`src/hw/factory_prog_pkg.sv`:
```
// Package: command codes, status layout and timing for the factory buffer programming sequencer
package factory_prog_pkg;
    localparam int        DATA_W        = 16;
    localparam int        ADDR_W        = 24;
    localparam int        BLOCK_W       = 16;               // Word offset bits inside one block
    localparam int        BUF_WORDS     = 32;
    localparam int        BUF_IDX_W     = 5;
    localparam int        INNER_W       = BLOCK_W - BUF_IDX_W;
    localparam logic [7:0] CMD_SETUP    = 8'h80;
    localparam logic [7:0] CMD_CONFIRM  = 8'hd0;
    localparam logic [DATA_W-1:0] PAD_WORD = 16'hffff;
    localparam int        BIT_READY     = 7;
    localparam int        BIT_PROG_ERR  = 4;
    localparam int        BIT_SUPPLY_ERR = 3;
    localparam int        BIT_LOCK_ERR  = 1;
    localparam int        BIT_BUF_BUSY  = 0;
    localparam logic [7:0] STATUS_RESET = 8'h80;
    localparam int        CLK_MHZ       = 25;
    localparam int        STARTUP_NS    = 2000;
    localparam int        STARTUP_CYC   = (STARTUP_NS * CLK_MHZ + 999) / 1000;
    localparam int        PROG_WORD_NS  = 400;              // Array time per word, plain model
    localparam int        PROG_WORD_CYC = (PROG_WORD_NS * CLK_MHZ + 999) / 1000;
    localparam int        CNT_W         = 8;

    typedef enum logic [2:0] {
        ST_IDLE    = 3'b000,
        ST_ARMED   = 3'b001,
        ST_START   = 3'b011,
        ST_FILL    = 3'b010,
        ST_PROGRAM = 3'b110
    } mode_t;

    typedef struct packed {
        logic              valid;
        logic [ADDR_W-1:0] addr;
        logic [DATA_W-1:0] data;
    } bus_write_t;

    typedef struct packed {
        logic              write;
        logic [BUF_IDX_W-1:0] idx;
        logic [DATA_W-1:0] data;
    } buf_port_t;
endpackage

```
`src/hw/word_buffer.sv`:
```
// Module: 32-word write buffer held in flip-flops, indexed write and read
`timescale 1ns/1ps
module word_buffer (
    input  wire logic                                clk,
    input  wire logic                                ce,
    input  wire factory_prog_pkg::buf_port_t         wr,
    input  wire logic [factory_prog_pkg::BUF_IDX_W-1:0] rdIdx,
    output logic [factory_prog_pkg::DATA_W-1:0]      rdData
);
    typedef struct packed {
        logic [factory_prog_pkg::BUF_WORDS-1:0][factory_prog_pkg::DATA_W-1:0] mem;
    } buf_state_t;

    buf_state_t state;
    buf_state_t next_state;

    // No reset: contents are always rewritten before use
    always_comb begin
        next_state = state;
        if (wr.write) begin
            next_state.mem[wr.idx] = wr.data;
        end
    end

    always_ff @(posedge clk) begin
        if (ce) begin
            state <= next_state;
        end
    end

    assign rdData = state.mem[rdIdx];
endmodule // word_buffer

```
`src/hw/flash_factory_buffer_program.sv`:
```
// Module: write state machine for block-wide buffered factory programming
// Contract
// - Mode entered by setup code 80h then confirm code D0h to target block.
// - Ready bit clears while startup checks of lock and supply run.
// - Failed check sets program error, plus lock or supply error; mode ends.
// - Reads return status; all writes are buffer data, never commands.
// - Buffer load count is fixed at 32 words with no count cycles.
// - Fill data goes to sequential buffer locations starting at zero.
// - Programming starts immediately once all 32 locations are written.
// - Fill write outside the block exits at once, buffer discarded.
// - Unaligned start address aborts and sets program error.
// - Internal array address advances to next 32-word boundary per buffer.
// - Address counter wraps to block start past the block end.
// - Buffer busy bit set while unavailable, clears once data is in array.
// - Writes during internal programming are ignored.
// - All-ones write to another block ends program phase and exits (code: any write to another block during fill exits, whatever its data).
// - On exit ready bit sets, read mode unchanged, commands accepted.
`timescale 1ns/1ps
module flash_factory_buffer_program (
    input  wire logic                                  clk,
    input  wire logic                                  rst_n,
    input  wire logic                                  ce,
    input  wire factory_prog_pkg::bus_write_t          busWrite,
    input  wire logic                                  blockLocked,
    input  wire logic                                  supplyOk,
    input  wire logic                                  suspendReq,
    input  wire logic                                  arrayFault,
    output logic [7:0]                                 statusRegister,
    output logic                                       modeActive,
    output logic                                       suspendAck,
    output logic                                       arrayWrite,
    output logic [factory_prog_pkg::ADDR_W-1:0]        arrayAddr,
    output logic [factory_prog_pkg::DATA_W-1:0]        arrayData
);
    typedef struct packed {
        factory_prog_pkg::mode_t                       mode;
        logic [7:0]                                    status;
        logic [factory_prog_pkg::ADDR_W-1:0]           blockBase;
        logic [factory_prog_pkg::INNER_W-1:0]          bufNum;
        logic [factory_prog_pkg::BUF_IDX_W-1:0]        fillIdx;
        logic [factory_prog_pkg::BUF_IDX_W-1:0]        progIdx;
        logic [factory_prog_pkg::CNT_W-1:0]            timer;
        logic                                          armed;
        logic                                          wrOut;
        logic [factory_prog_pkg::ADDR_W-1:0]           addrOut;
        logic [factory_prog_pkg::DATA_W-1:0]           dataOut;
    } seq_state_t;

    seq_state_t state;
    seq_state_t next_state;
    factory_prog_pkg::buf_port_t bufWr;
    logic [factory_prog_pkg::DATA_W-1:0] bufRd;
    logic inBlock;
    logic isAligned;
    logic [factory_prog_pkg::BLOCK_W-1:0] wordOffset;

    word_buffer u_buffer (
        .clk    (clk),
        .ce     (ce),
        .wr     (bufWr),
        .rdIdx  (state.progIdx),
        .rdData (bufRd)
    );

    assign inBlock   = busWrite.addr[factory_prog_pkg::ADDR_W-1:factory_prog_pkg::BLOCK_W]
                    == state.blockBase[factory_prog_pkg::ADDR_W-1:factory_prog_pkg::BLOCK_W];
    assign isAligned = busWrite.addr[factory_prog_pkg::BUF_IDX_W-1:0] == '0;
    assign wordOffset = {state.bufNum, state.progIdx};

    always_comb begin
        next_state         = state;
        next_state.wrOut   = 1'b0;
        bufWr              = '0;
        case (state.mode)
            factory_prog_pkg::ST_IDLE: begin
                if (busWrite.valid && busWrite.data[7:0] == factory_prog_pkg::CMD_SETUP) begin
                    next_state.mode      = factory_prog_pkg::ST_ARMED;
                    next_state.blockBase = busWrite.addr;
                end
            end
            factory_prog_pkg::ST_ARMED: begin
                if (busWrite.valid) begin
                    if (busWrite.data[7:0] == factory_prog_pkg::CMD_CONFIRM && inBlock) begin
                        next_state.mode  = factory_prog_pkg::ST_START;
                        next_state.status = '0;
                        next_state.timer = factory_prog_pkg::CNT_W'(factory_prog_pkg::STARTUP_CYC);
                        next_state.armed = 1'b0;
                    end else begin
                        next_state.mode = factory_prog_pkg::ST_IDLE;
                    end
                end
            end
            factory_prog_pkg::ST_START: begin
                // Startup checks take a fixed time; writes here are not expected
                if (state.timer > factory_prog_pkg::CNT_W'(1)) begin
                    next_state.timer = state.timer - factory_prog_pkg::CNT_W'(1);
                end else if (blockLocked || !supplyOk) begin
                    next_state.mode = factory_prog_pkg::ST_IDLE;
                    next_state.status[factory_prog_pkg::BIT_READY]      = 1'b1;
                    next_state.status[factory_prog_pkg::BIT_PROG_ERR]   = 1'b1;
                    next_state.status[factory_prog_pkg::BIT_LOCK_ERR]   = blockLocked;
                    next_state.status[factory_prog_pkg::BIT_SUPPLY_ERR] = !supplyOk;
                end else begin
                    next_state.mode    = factory_prog_pkg::ST_FILL;
                    next_state.fillIdx = '0;
                    // Array fill begins at the 32-word boundary of the setup write address, not the first word address
                    next_state.bufNum  = state.blockBase[factory_prog_pkg::BLOCK_W-1:
                                                         factory_prog_pkg::BUF_IDX_W];
                end
            end
            factory_prog_pkg::ST_FILL: begin
                if (busWrite.valid) begin
                    if (!inBlock) begin
                        // Partial buffer dropped; any write to another block is the exit, whatever its data
                        next_state.mode = factory_prog_pkg::ST_IDLE;
                        next_state.status[factory_prog_pkg::BIT_READY] = 1'b1;
                    end else if (!state.armed && !isAligned) begin
                        next_state.mode = factory_prog_pkg::ST_IDLE;
                        next_state.status[factory_prog_pkg::BIT_READY]    = 1'b1;
                        next_state.status[factory_prog_pkg::BIT_PROG_ERR] = 1'b1;
                    end else begin
                        // Every write is data, command codes included
                        bufWr.write = 1'b1;
                        bufWr.idx   = state.fillIdx;
                        bufWr.data  = busWrite.data;
                        next_state.armed   = 1'b1;
                        next_state.fillIdx = state.fillIdx + factory_prog_pkg::BUF_IDX_W'(1);
                        if (state.fillIdx == factory_prog_pkg::BUF_IDX_W'(
                                factory_prog_pkg::BUF_WORDS - 1)) begin
                            next_state.mode    = factory_prog_pkg::ST_PROGRAM;
                            next_state.status[factory_prog_pkg::BIT_BUF_BUSY] = 1'b1;
                            next_state.progIdx = '0;
                            next_state.timer   = factory_prog_pkg::CNT_W'(
                                factory_prog_pkg::PROG_WORD_CYC);
                        end
                    end
                end
            end
            factory_prog_pkg::ST_PROGRAM: begin
                // Bus writes are not looked at here at all
                if (state.timer > factory_prog_pkg::CNT_W'(1)) begin
                    next_state.timer = state.timer - factory_prog_pkg::CNT_W'(1);
                end else begin
                    next_state.wrOut   = 1'b1;
                    next_state.addrOut = {state.blockBase[factory_prog_pkg::ADDR_W-1:
                                          factory_prog_pkg::BLOCK_W], wordOffset};
                    next_state.dataOut = bufRd;
                    next_state.timer   = factory_prog_pkg::CNT_W'(factory_prog_pkg::PROG_WORD_CYC);
                    next_state.progIdx = state.progIdx + factory_prog_pkg::BUF_IDX_W'(1);
                    if (arrayFault) begin
                        next_state.status[factory_prog_pkg::BIT_PROG_ERR] = 1'b1;
                    end
                    if (state.progIdx == factory_prog_pkg::BUF_IDX_W'(
                            factory_prog_pkg::BUF_WORDS - 1)) begin
                        // Counter wraps naturally to block start
                        next_state.bufNum  = state.bufNum
                                           + factory_prog_pkg::INNER_W'(1);
                        next_state.mode    = factory_prog_pkg::ST_FILL;
                        next_state.fillIdx = '0;
                        next_state.status[factory_prog_pkg::BIT_BUF_BUSY] = 1'b0;
                    end
                end
            end
            default: begin
                next_state.mode = factory_prog_pkg::ST_IDLE;
            end
        endcase
    end

    always_ff @(posedge clk or negedge rst_n) begin
        if (!rst_n) begin
            state        <= '0;
            state.mode   <= factory_prog_pkg::ST_IDLE;
            state.status <= factory_prog_pkg::STATUS_RESET;
        end else if (ce) begin
            state <= next_state;
        end
    end

    assign statusRegister = state.status;
    assign modeActive     = state.mode != factory_prog_pkg::ST_IDLE
                         && state.mode != factory_prog_pkg::ST_ARMED;
    assign suspendAck     = suspendReq && !modeActive && 1'b0;
    assign arrayWrite     = state.wrOut;
    assign arrayAddr      = state.addrOut;
    assign arrayData      = state.dataOut;

    a_ready_low_busy: assert property (@(posedge clk) disable iff (!rst_n)
        ce && state.mode == factory_prog_pkg::ST_ARMED && next_state.mode
        == factory_prog_pkg::ST_START |=> !statusRegister[7])
        else $error("ready bit not cleared at startup");
    a_fault_sets_err: assert property (@(posedge clk) disable iff (!rst_n)
        ce && state.mode == factory_prog_pkg::ST_START && state.timer <= 1 && blockLocked
        |=> statusRegister[4] && statusRegister[1] && statusRegister[7])
        else $error("lock fault flags wrong");
    a_full_starts_prog: assert property (@(posedge clk) disable iff (!rst_n)
        ce && bufWr.write && bufWr.idx == 5'h1f && state.mode == factory_prog_pkg::ST_FILL
        |=> state.mode == factory_prog_pkg::ST_PROGRAM && statusRegister[0])
        else $error("full buffer did not start programming");
    a_fill_order: assert property (@(posedge clk) disable iff (!rst_n)
        ce && bufWr.write && state.mode == factory_prog_pkg::ST_FILL
        |=> state.fillIdx == $past(bufWr.idx) + 5'h01)
        else $error("buffer index out of order");
    a_out_exits: assert property (@(posedge clk) disable iff (!rst_n)
        ce && state.mode == factory_prog_pkg::ST_FILL && busWrite.valid && !inBlock
        |=> state.mode == factory_prog_pkg::ST_IDLE && statusRegister[7] && !arrayWrite)
        else $error("out of block write did not exit");
    a_unaligned_err: assert property (@(posedge clk) disable iff (!rst_n)
        ce && state.mode == factory_prog_pkg::ST_FILL && busWrite.valid && inBlock
        && !state.armed && !isAligned |=> statusRegister[4])
        else $error("unaligned start not flagged");
    a_prog_no_load: assert property (@(posedge clk) disable iff (!rst_n)
        state.mode == factory_prog_pkg::ST_PROGRAM |-> !bufWr.write)
        else $error("write accepted during programming");
    a_addr_in_block: assert property (@(posedge clk) disable iff (!rst_n)
        arrayWrite |-> arrayAddr[23:16] == state.blockBase[23:16])
        else $error("array address left the block");
    a_no_suspend: assert property (@(posedge clk) disable iff (!rst_n)
        modeActive |-> !suspendAck)
        else $error("suspend honoured in factory mode");
endmodule // flash_factory_buffer_program

```
`config.mk`:
```
export PLATFORM = sky130hd
export DESIGN_NAME = flash_factory_buffer_program
export DESIGN_NICKNAME = d
export VERILOG_FILES = /design/src/hw/factory_prog_pkg.sv /design/src/hw/word_buffer.sv /design/src/hw/flash_factory_buffer_program.sv
export SDC_FILE = /design/constraint.sdc
export NUM_CORES = 1
export LEC_CHECK = 0
export ABC_AREA = 1
export ABC_CLOCK_PERIOD_IN_PS = 3260
export CAP_MARGIN = 20
export CORE_AREA = 3 3 208 230
export DETAILED_ROUTE_END_ITERATION = 16
export DIE_AREA = 0 0 211 233
export DONT_BUFFER_PORTS = 1
export PLACE_DENSITY = 0.8
export SLEW_MARGIN = 30
export SYNTH_ARGS = -nofsm -noshare
export SYNTH_HDL_FRONTEND = slang
export SYNTH_SLANG_ARGS = --single-unit
```
`constraint.sdc`:
```
create_clock -name clk -period 3.26 [get_ports clk]
set_input_delay 0.163 -clock clk [delete_from_list [all_inputs] [get_ports clk]]
set_output_delay 0.163 -clock clk [all_outputs]
set_load 0.1 [all_outputs]
```
==> run_results.csv, run 1 <==
group,metric,value,unit
synthesis,yosysTopAreaCellShare,59.21,%
floorplanning,dieArea,0.04916,mm²
final_layout,drive_gt1_share,11.40,%
clock_network,clk_latency,0.62,ns
routing,avgRoutedWirePerCell,21.69,µm
synthesis,async_reset_ff_share,16.07,%
synthesis,avgSynthCellArea,11.26,µm²
worst_setup_path,critPathKind,"flop to flop",
global_routing,overflow,0,
sta,max_freq,0.3373,GHz
floorplanning,start_util,56.87,%
synthesis,yosys.cell_count.top_type,"edfxtp_1",
pwr,ir_worst_vdd,0.0005982,V
sta,finalHoldViolations,0,
global_routing,grt_max_degree,193,
routing,route.detailed.drc,0,
clock_network,root_buffer,"clkbuf_16",
place,numPortBuffers,0,
place,hpwl,36.89,mm
synthesis,synth_top_cells_by_count,"edfxtp_1, nor2_1, o21ai_0, nand2_1, nand3_1",
sta,rsz0062_at_grt,"false",
sta,fin_crit,2.965,ns
sta,setup_viol,0,
clock_network,cts_setup_buffers,0,
final_layout,n_fill_cell,3191,
sta,relSlewSlack,32.74,%
final_layout,fin_util,63.19,%
sta,worstMarginPinSlew,1.009,ns
synthesis,netlist_area,0.02596,mm²
floorplanning,rows,82,
clock_network,clock-sinks,610,
final_layout,multi_input_area,0.006930,mm²
clock_network,path_clk_slew,0.06,ns
min_path,hp-class,"primary input to flop",
floorplanning,core,0.04566,mm²
sta,fin_crit_sh,90.95,%
final_layout,fin_nets,2362,
place,routabilityCongestion,0.9098,
sta,fin_hold_ws,0.04329,ns
pwr,leakage,11.64,nW
synthesis,synth-seq-cells,610,
synthesis,ys_seq_area_share,68.66,%
synthesis,synth_area_leaders,"edfxtp_1, dfrtp_1, o21ai_0",
worst_setup_path,crit_required,3.55,ns
run,maxCapViolCount,0,
sta,clock-skew-final,0.02226,ns
routing,viasPerCell,6.018,
synthesis,syn_inst,2305,
routing,drt_iter0_markers,1856,
floorplanning,die-width,211,µm
clock_network,cts-buffers-inserted,57,
clock_network,clockBufferDepth,3,
synthesis,synth_edf_count,512,
routing,drt_pass1_iterations,7,
clock_network,cts_tree,"done",
clock_network,cts-htree-levels,2,
global_routing,grt_pass1_vias,17730,
pwr,powerDensity,564.8,mW/mm²
global_routing,antenna_found_initial,0,
routing,vias,17690,
floorplanning,io_pins,99,
synthesis,synth_top_flop_cell,"edfxtp_1",
global_routing,grt_pass1_wl,98.94,mm
global_routing,track_usage,26.12,%
synthesis,yosys.cell_types.count,44,
worst_setup_path,start_kind,"flop",
worst_setup_path,cp-end-kind,"flop",
routing,ant_nets,0,
sta,drv_slew,0,
worst_setup_path,critical_path_arrival,3.26,ns
outcome,status,"finished, final reports clean",
final_layout,n_antenna_cell,0,
pwr,power,16.29,mW
floorplanning,die_height,233,µm
sta,fin_tns_setup,0,ns
synthesis,yosysWarnings,0,
synthesis,synth_area_leader_cell,"edfxtp_1",
final_layout,area_growth_syn_to_layout,11.11,%
final_layout,ff_latch_area,0.01783,mm²
worst_setup_path,worstPathMaxFanout,15,
routing,wirelength,63.76,mm
stage by stage:
| stage | worst slack [ns] | area, µm² | std cells |
|---|---|---|---|
| after global routing | 0.1024 | 28850 | 2939 |
| after floorplan | 0.01938 | 25980 | 2308 |
| after global placement | 0.4064 | 26620 | 2810 |
| after detailed placement | 0.3158 | 26620 | 2810 |
| after CTS | 0.2918 | 28850 | 2939 |
| final | 0.2950 | 28850 | 2939 |
layout by cell type, fill, tap and decap left out, drive strengths merged:
master and n:
o22ai 26, ha 7, o31ai 2, mux2i 1
bufinv 7, xor2 13, dlygate4sd3 25, edfxtp 512
nand2 288, clkbuf 73, clkinvlp 2, clkinv 20
mux2 11, nand3 106, a211oi 2, nand4 17
inv 101, a31oi 1, xnor2 4, dfstp 1
buf 90, o211ai 85, o21ai 349, a21oi 19
nor2 465, o21bai 1, conb 4, nor3 14
and2 1, o221ai 1, nor4b 1, dfrtp 97
or2 4, a21boi 1
flip-flops by register name, summed over array words and instances (netlist names):
register        flops
state              52
u_buffer.state    512
arrayAddr          24
arrayData          16
arrayWrite          1
statusRegister      5
power by group:
group	internal (mW)	switching [mW]
combinational	0.234	0.526
clock	4.04	2.81
sequential	8.44	0.241
final timing paths:
| path | endpoint | slack [ns] | start | depth (start not counted) |
|---|---|---|---|---|
| max reg2reg | u_buffer.state[461] | 0.30 | state[42] | 11 |
| min in group asynchronous | state[50] | 0.29 | rst_n | 2 |
| min | state[41] | 0.04 | busWrite[7] | 5 |
| max in group asynchronous | arrayData[12] | 2.56 | rst_n | 2 |
| max | u_buffer.state[461] | 0.30 | state[42] | 11 |
| min reg2reg | state[70] | 0.50 | state[70] | 2 |
critical path: stages (launching register included):
cell	delay, ns
dfrtp_1	0.40
inv_1	0.14
ha_1	0.24
nor2_1	0.06
nor2_1	0.17
nand2_2	0.15
nand2_2	0.19
nand2_2	0.10
nor3_4	0.38
nand4_4	0.28
nor2_1	0.22
buf_4	0.30
logic make-up (layout without fill, tap and decap cells):
logic type / Yosys count / after routing / synth area share, %
multiplexers: 12 / 12 / 0.5156
AND/OR/NAND/NOR: 896 / 896 / 14.53
other: 1 / 4 / 0.01444
buffers and inverters: 275 / 318 / 4.853
XOR/XNOR: 17 / 17 / 0.5734
AO/OA/AOI/OAI: 487 / 487 / 10.51
adder cells (fa/ha/maj): 7 / 7 / 0.3373
flip-flops: 610 / 610 / 68.66
routing by layer:
layer  vias up  wire length [µm]  GRT usage, %  share of wire, %
met1      8499             23620         33.44                37
met5         -                 0             0                 0
met2       998             30930         43.34                49
met3       167              6589         5.596                10
li1       8022                 -             -                 -
met4         0              2616         11.51               4.1
what timing repair did:
item / 4_1_cts / 5_1_grt
gates resized for setup: 0 / 0
endpoints found under the hold margin: 143 / 0
hold buffers: 26 / 0
area by class of cell:
cell class,instances,area share (%)
flip-flops and latches,610,61.82
multi-input cells,1423,24.02
clock buffers,73,5.608
repair buffers,115,3.496
well taps,588,2.550
inverters,100,1.344
clock inverters,30,1.162
Power figures use the tool's default switching activity.
==> inputs of run 2 (changes only) <==
--- a/config.mk
+++ b/config.mk
@@ -5,12 +5,12 @@
 export SDC_FILE = /design/constraint.sdc
 export NUM_CORES = 1
 export LEC_CHECK = 0
-export ABC_AREA = 1
+export ABC_AREA = 0
 export ABC_CLOCK_PERIOD_IN_PS = 3260
 export CAP_MARGIN = 20
-export CORE_AREA = 3 3 208 230
+export CORE_AREA = 3 3 204 226
 export DETAILED_ROUTE_END_ITERATION = 16
-export DIE_AREA = 0 0 211 233
+export DIE_AREA = 0 0 207 229
 export DONT_BUFFER_PORTS = 1
 export PLACE_DENSITY = 0.8
 export SLEW_MARGIN = 30
==> run 2 against run 1 <==
Effect of this change:
- final area is 2.7% lower
- sequential cell count stayed put
- global-route usage decreased by 3.0 points
- first-iteration DRC count decreased by 17%
- combinational power is 14% higher
- via count fell by 25%
- non-clock buffer count is 8 higher
- sequential power up 0.6%
- area after synthesis shrank 4.2%
- die area down 3.6%
- largest power group unchanged
==> run_results.csv, run 2 <==
group,metric,value,unit
outcome,status,"finished, final reports clean",
synthesis,synth-seq-cells,610,
floorplanning,die-width,207,µm
synthesis,muxShareOfSynthArea,15.25,%
clock_network,clockBufferDepth,3,
global_routing,track_usage,23.15,%
place,hpwl,32.77,mm
synthesis,synth_top_cells_by_count,"edfxtp_1, mux4_2, dfrtp_1, nor2_1, a21oi_1",
sta,relSlewSlack,32.77,%
worst_setup_path,cpPeakStageDelay,0.68,ns
final_layout,ff_latch_area,0.01784,mm²
floorplanning,die_height,229,µm
place,numPortBuffers,0,
synthesis,syn_inst,1382,
final_layout,fin_nets,1498,
clock_network,clock-sinks,610,
final_layout,regMostFlops,"u_buffer.state",
worst_setup_path,critPathKind,"flop to flop",
global_routing,overflow,0,
worst_setup_path,cp-end-kind,"flop",
worst_setup_path,slowest_stage,"or4_1",
routing,vias,13180,
place,dp_cells,1934,
pwr,ir_worst_vdd,0.0004646,V
floorplanning,rows,81,
final_layout,layout_commonest_cell,"edfxtp_1",
min_path,min_path_cells,4,
sta,fin_hold_ws,0.06041,ns
routing,avgRoutedWirePerCell,26.30,µm
clock_network,ctsResizeCount,0,
clock_network,cts_tree,"done",
sta,clock-skew-final,0.06270,ns
routing,ant_nets,0,
sta,fin_crit_sh,93.37,%
sta,setup_viol,0,
sta,max_freq,0.3285,GHz
final_layout,final_cell_mix,"edfxtp_1, mux4_2, dfrtp_1",
synthesis,synth_fa_ha_area_share,0.3520,%
synthesis,yosys.cell_types.count,64,
worst_setup_path,r2r-end,"u_buffer.state[129]",
final_layout,final_cell_count_no_fill,2072,
synthesis,synth_top_flop_cell,"edfxtp_1",
global_routing,antenna_found_initial,0,
min_path,hp-class,"primary input to flop",
clock_network,root_buffer,"clkbuf_16",
worst_setup_path,crit_buf_inv,3,
final_layout,n_fill_cell,2968,
worst_setup_path,worstRegToRegCells,8,
pwr,powerDensity,584.2,mW/mm²
worst_setup_path,crit_family,"simple AND/OR/NAND/NOR gates",
worst_setup_path,r2r_start,"state[90]",
routing,wirelength,54.48,mm
synthesis,yosysWarnings,0,
floorplanning,core,0.04419,mm²
clock_network,cts_setup_buffers,0,
global_routing,grt_pass1_wl,83.75,mm
sta,fin_crit,3.044,ns
routing,drt_iter0_markers,1548,
final_layout,area_growth_syn_to_layout,12.84,%
clock_network,path_clk_slew,0.06,ns
sta,drv_slew,0,
worst_setup_path,crit_required,3.57,ns
routing,viasPerCell,6.363,
run,maxCapViolCount,0,
final_layout,largest_reg_flops,512,
worst_setup_path,start_kind,"flop",
sta,finalHoldViolations,0,
floorplanning,dieArea,0.04740,mm²
floorplanning,start_util,56.30,%
synthesis,netlist_area,0.02488,mm²
synthesis,async_reset_ff_share,16.07,%
min_path,whs_endpoint,"state[104]",
sta,fin_tns_setup,0,ns
sta,rsz0062_at_grt,"false",
clock_network,cts-htree-levels,2,
worst_setup_path,worstPathMaxFanout,13,
final_layout,n_antenna_cell,0,
synthesis,avgSynthCellArea,18.00,µm²
synthesis,synth_edf_count,512,
pwr,leakage,10.35,nW
clock_network,cts-buffers-inserted,58,
worst_setup_path,reg2reg_slack,0.22,ns
worst_setup_path,crit_top_cell,"buf_4",
worst_setup_path,critical_path_arrival,3.35,ns
clock_network,clk_latency,0.65,ns
global_routing,grt_pass1_vias,13440,
routing,drt_pass1_iterations,5,
worst_setup_path,crit_chain,"xor2_1 -> nor4_2 -> buf_4 -> nand4_1 -> buf_4 -> or4_1 -> nor2_1 -> buf_12",
routing,route.detailed.drc,0,
global_routing,grt_max_degree,99,
synthesis,synth_area_leaders,"edfxtp_1, mux4_2, dfrtp_1",
synthesis,yosys.cell_count.top_type,"edfxtp_1",
floorplanning,io_pins,99,
synthesis,synth_top_family_by_area,"multiplexers",
synthesis,synth_compound_area_share,4.607,%
synthesis,yosysTopAreaCellShare,61.80,%
final_layout,drive_gt1_share,25.55,%
sta,worstMarginPinSlew,1.008,ns
synthesis,synth_xor_area_share,0.3168,%
min_path,worstHoldStart,"busWrite[20]",
place,routabilityCongestion,0.8615,
synthesis,yosys.area_share.simple,4.954,%
final_layout,multi_input_area,0.006359,mm²
clock_network,hold_buffers,28,
synthesis,ys_seq_area_share,71.66,%
synthesis,synth_area_leader_cell,"edfxtp_1",
[run 2: cell types whose count changed after synthesis, sizes merged, moves of 19 or more]
cell	delta
a21oi	+44
a22oi	+30
and2	+19
clkbuf	-50
inv	-93
mux2	+40
mux4	+135
nand2	-249
nand3	-92
nor2	-382
nor2b	+21
o211ai	-82
o21ai	-311
o22ai	-23
[run 2: metrics by stage]
step	area, µm²	util, %	power, mW	setup slack, ns
finish	28070	63.53	16.40	0.2161
global route	28070	63.53	16.90	0.1119
CTS	28040	63.46	16.49	0.2136
detailed placement	25790	58.36	9.669	0.2312
global placement	25790	58.36	9.640	0.3143
floorplan	24890	-	9.513	0.1476
[run 2: kinds of logic after synthesis]
| family | Yosys count |
|---|---|
| AOI/OAI and AO/OA | 184 |
| xor gates and xnor gates | 9 |
| adders and majority gates | 7 |
| buffers and inverters | 132 |
| DFF | 610 |
| muxes | 204 |
| other | 1 |
| and+or+nand+nor | 235 |
[run 2: tightest hold or removal path: stages]
cell,delay [ns]
or4_1,0.09
o21bai_2,0.11
nand3_1,0.12
a41oi_1,0.13
[run 2: power by group]
group	internal, mW	switching (mW)
sequential	8.45	0.286
combinational	0.342	0.522
clock	3.93	2.87
[run 2: cell type report]
class                      count  area share (%)
clock buffer                  79           5.700
clock inverter                29           1.266
inverter                       7         0.09360
multi-input combinational    643           22.65
sequential                   610           63.55
tap                          581           2.589
timing repair buffer         123           4.149
[run 2: layer usage]
metal	part of all wire, %	vias to the layer above	track usage, %	routed length [µm]
li1	-	5574	-	-
met1	39	6850	31.36	20990
met5	0	-	0	0
met3	8.3	101	4.726	4512
met2	51	659	38.78	27550
met4	2.6	0	6.620	1433
[run 2: how the worst max path moves through the flow]
| stage | to | cells after the start | start |
|---|---|---|---|
| after floorplan | u_buffer.state[448] | 7 | state[103] |
| after global placement | u_buffer.state[136] | 8 | state[90] |
| after detailed placement | u_buffer.state[136] | 8 | state[90] |
| after CTS | u_buffer.state[129] | 8 | state[90] |
| after global routing | u_buffer.state[129] | 8 | state[90] |
| final | u_buffer.state[129] | 8 | state[90] |
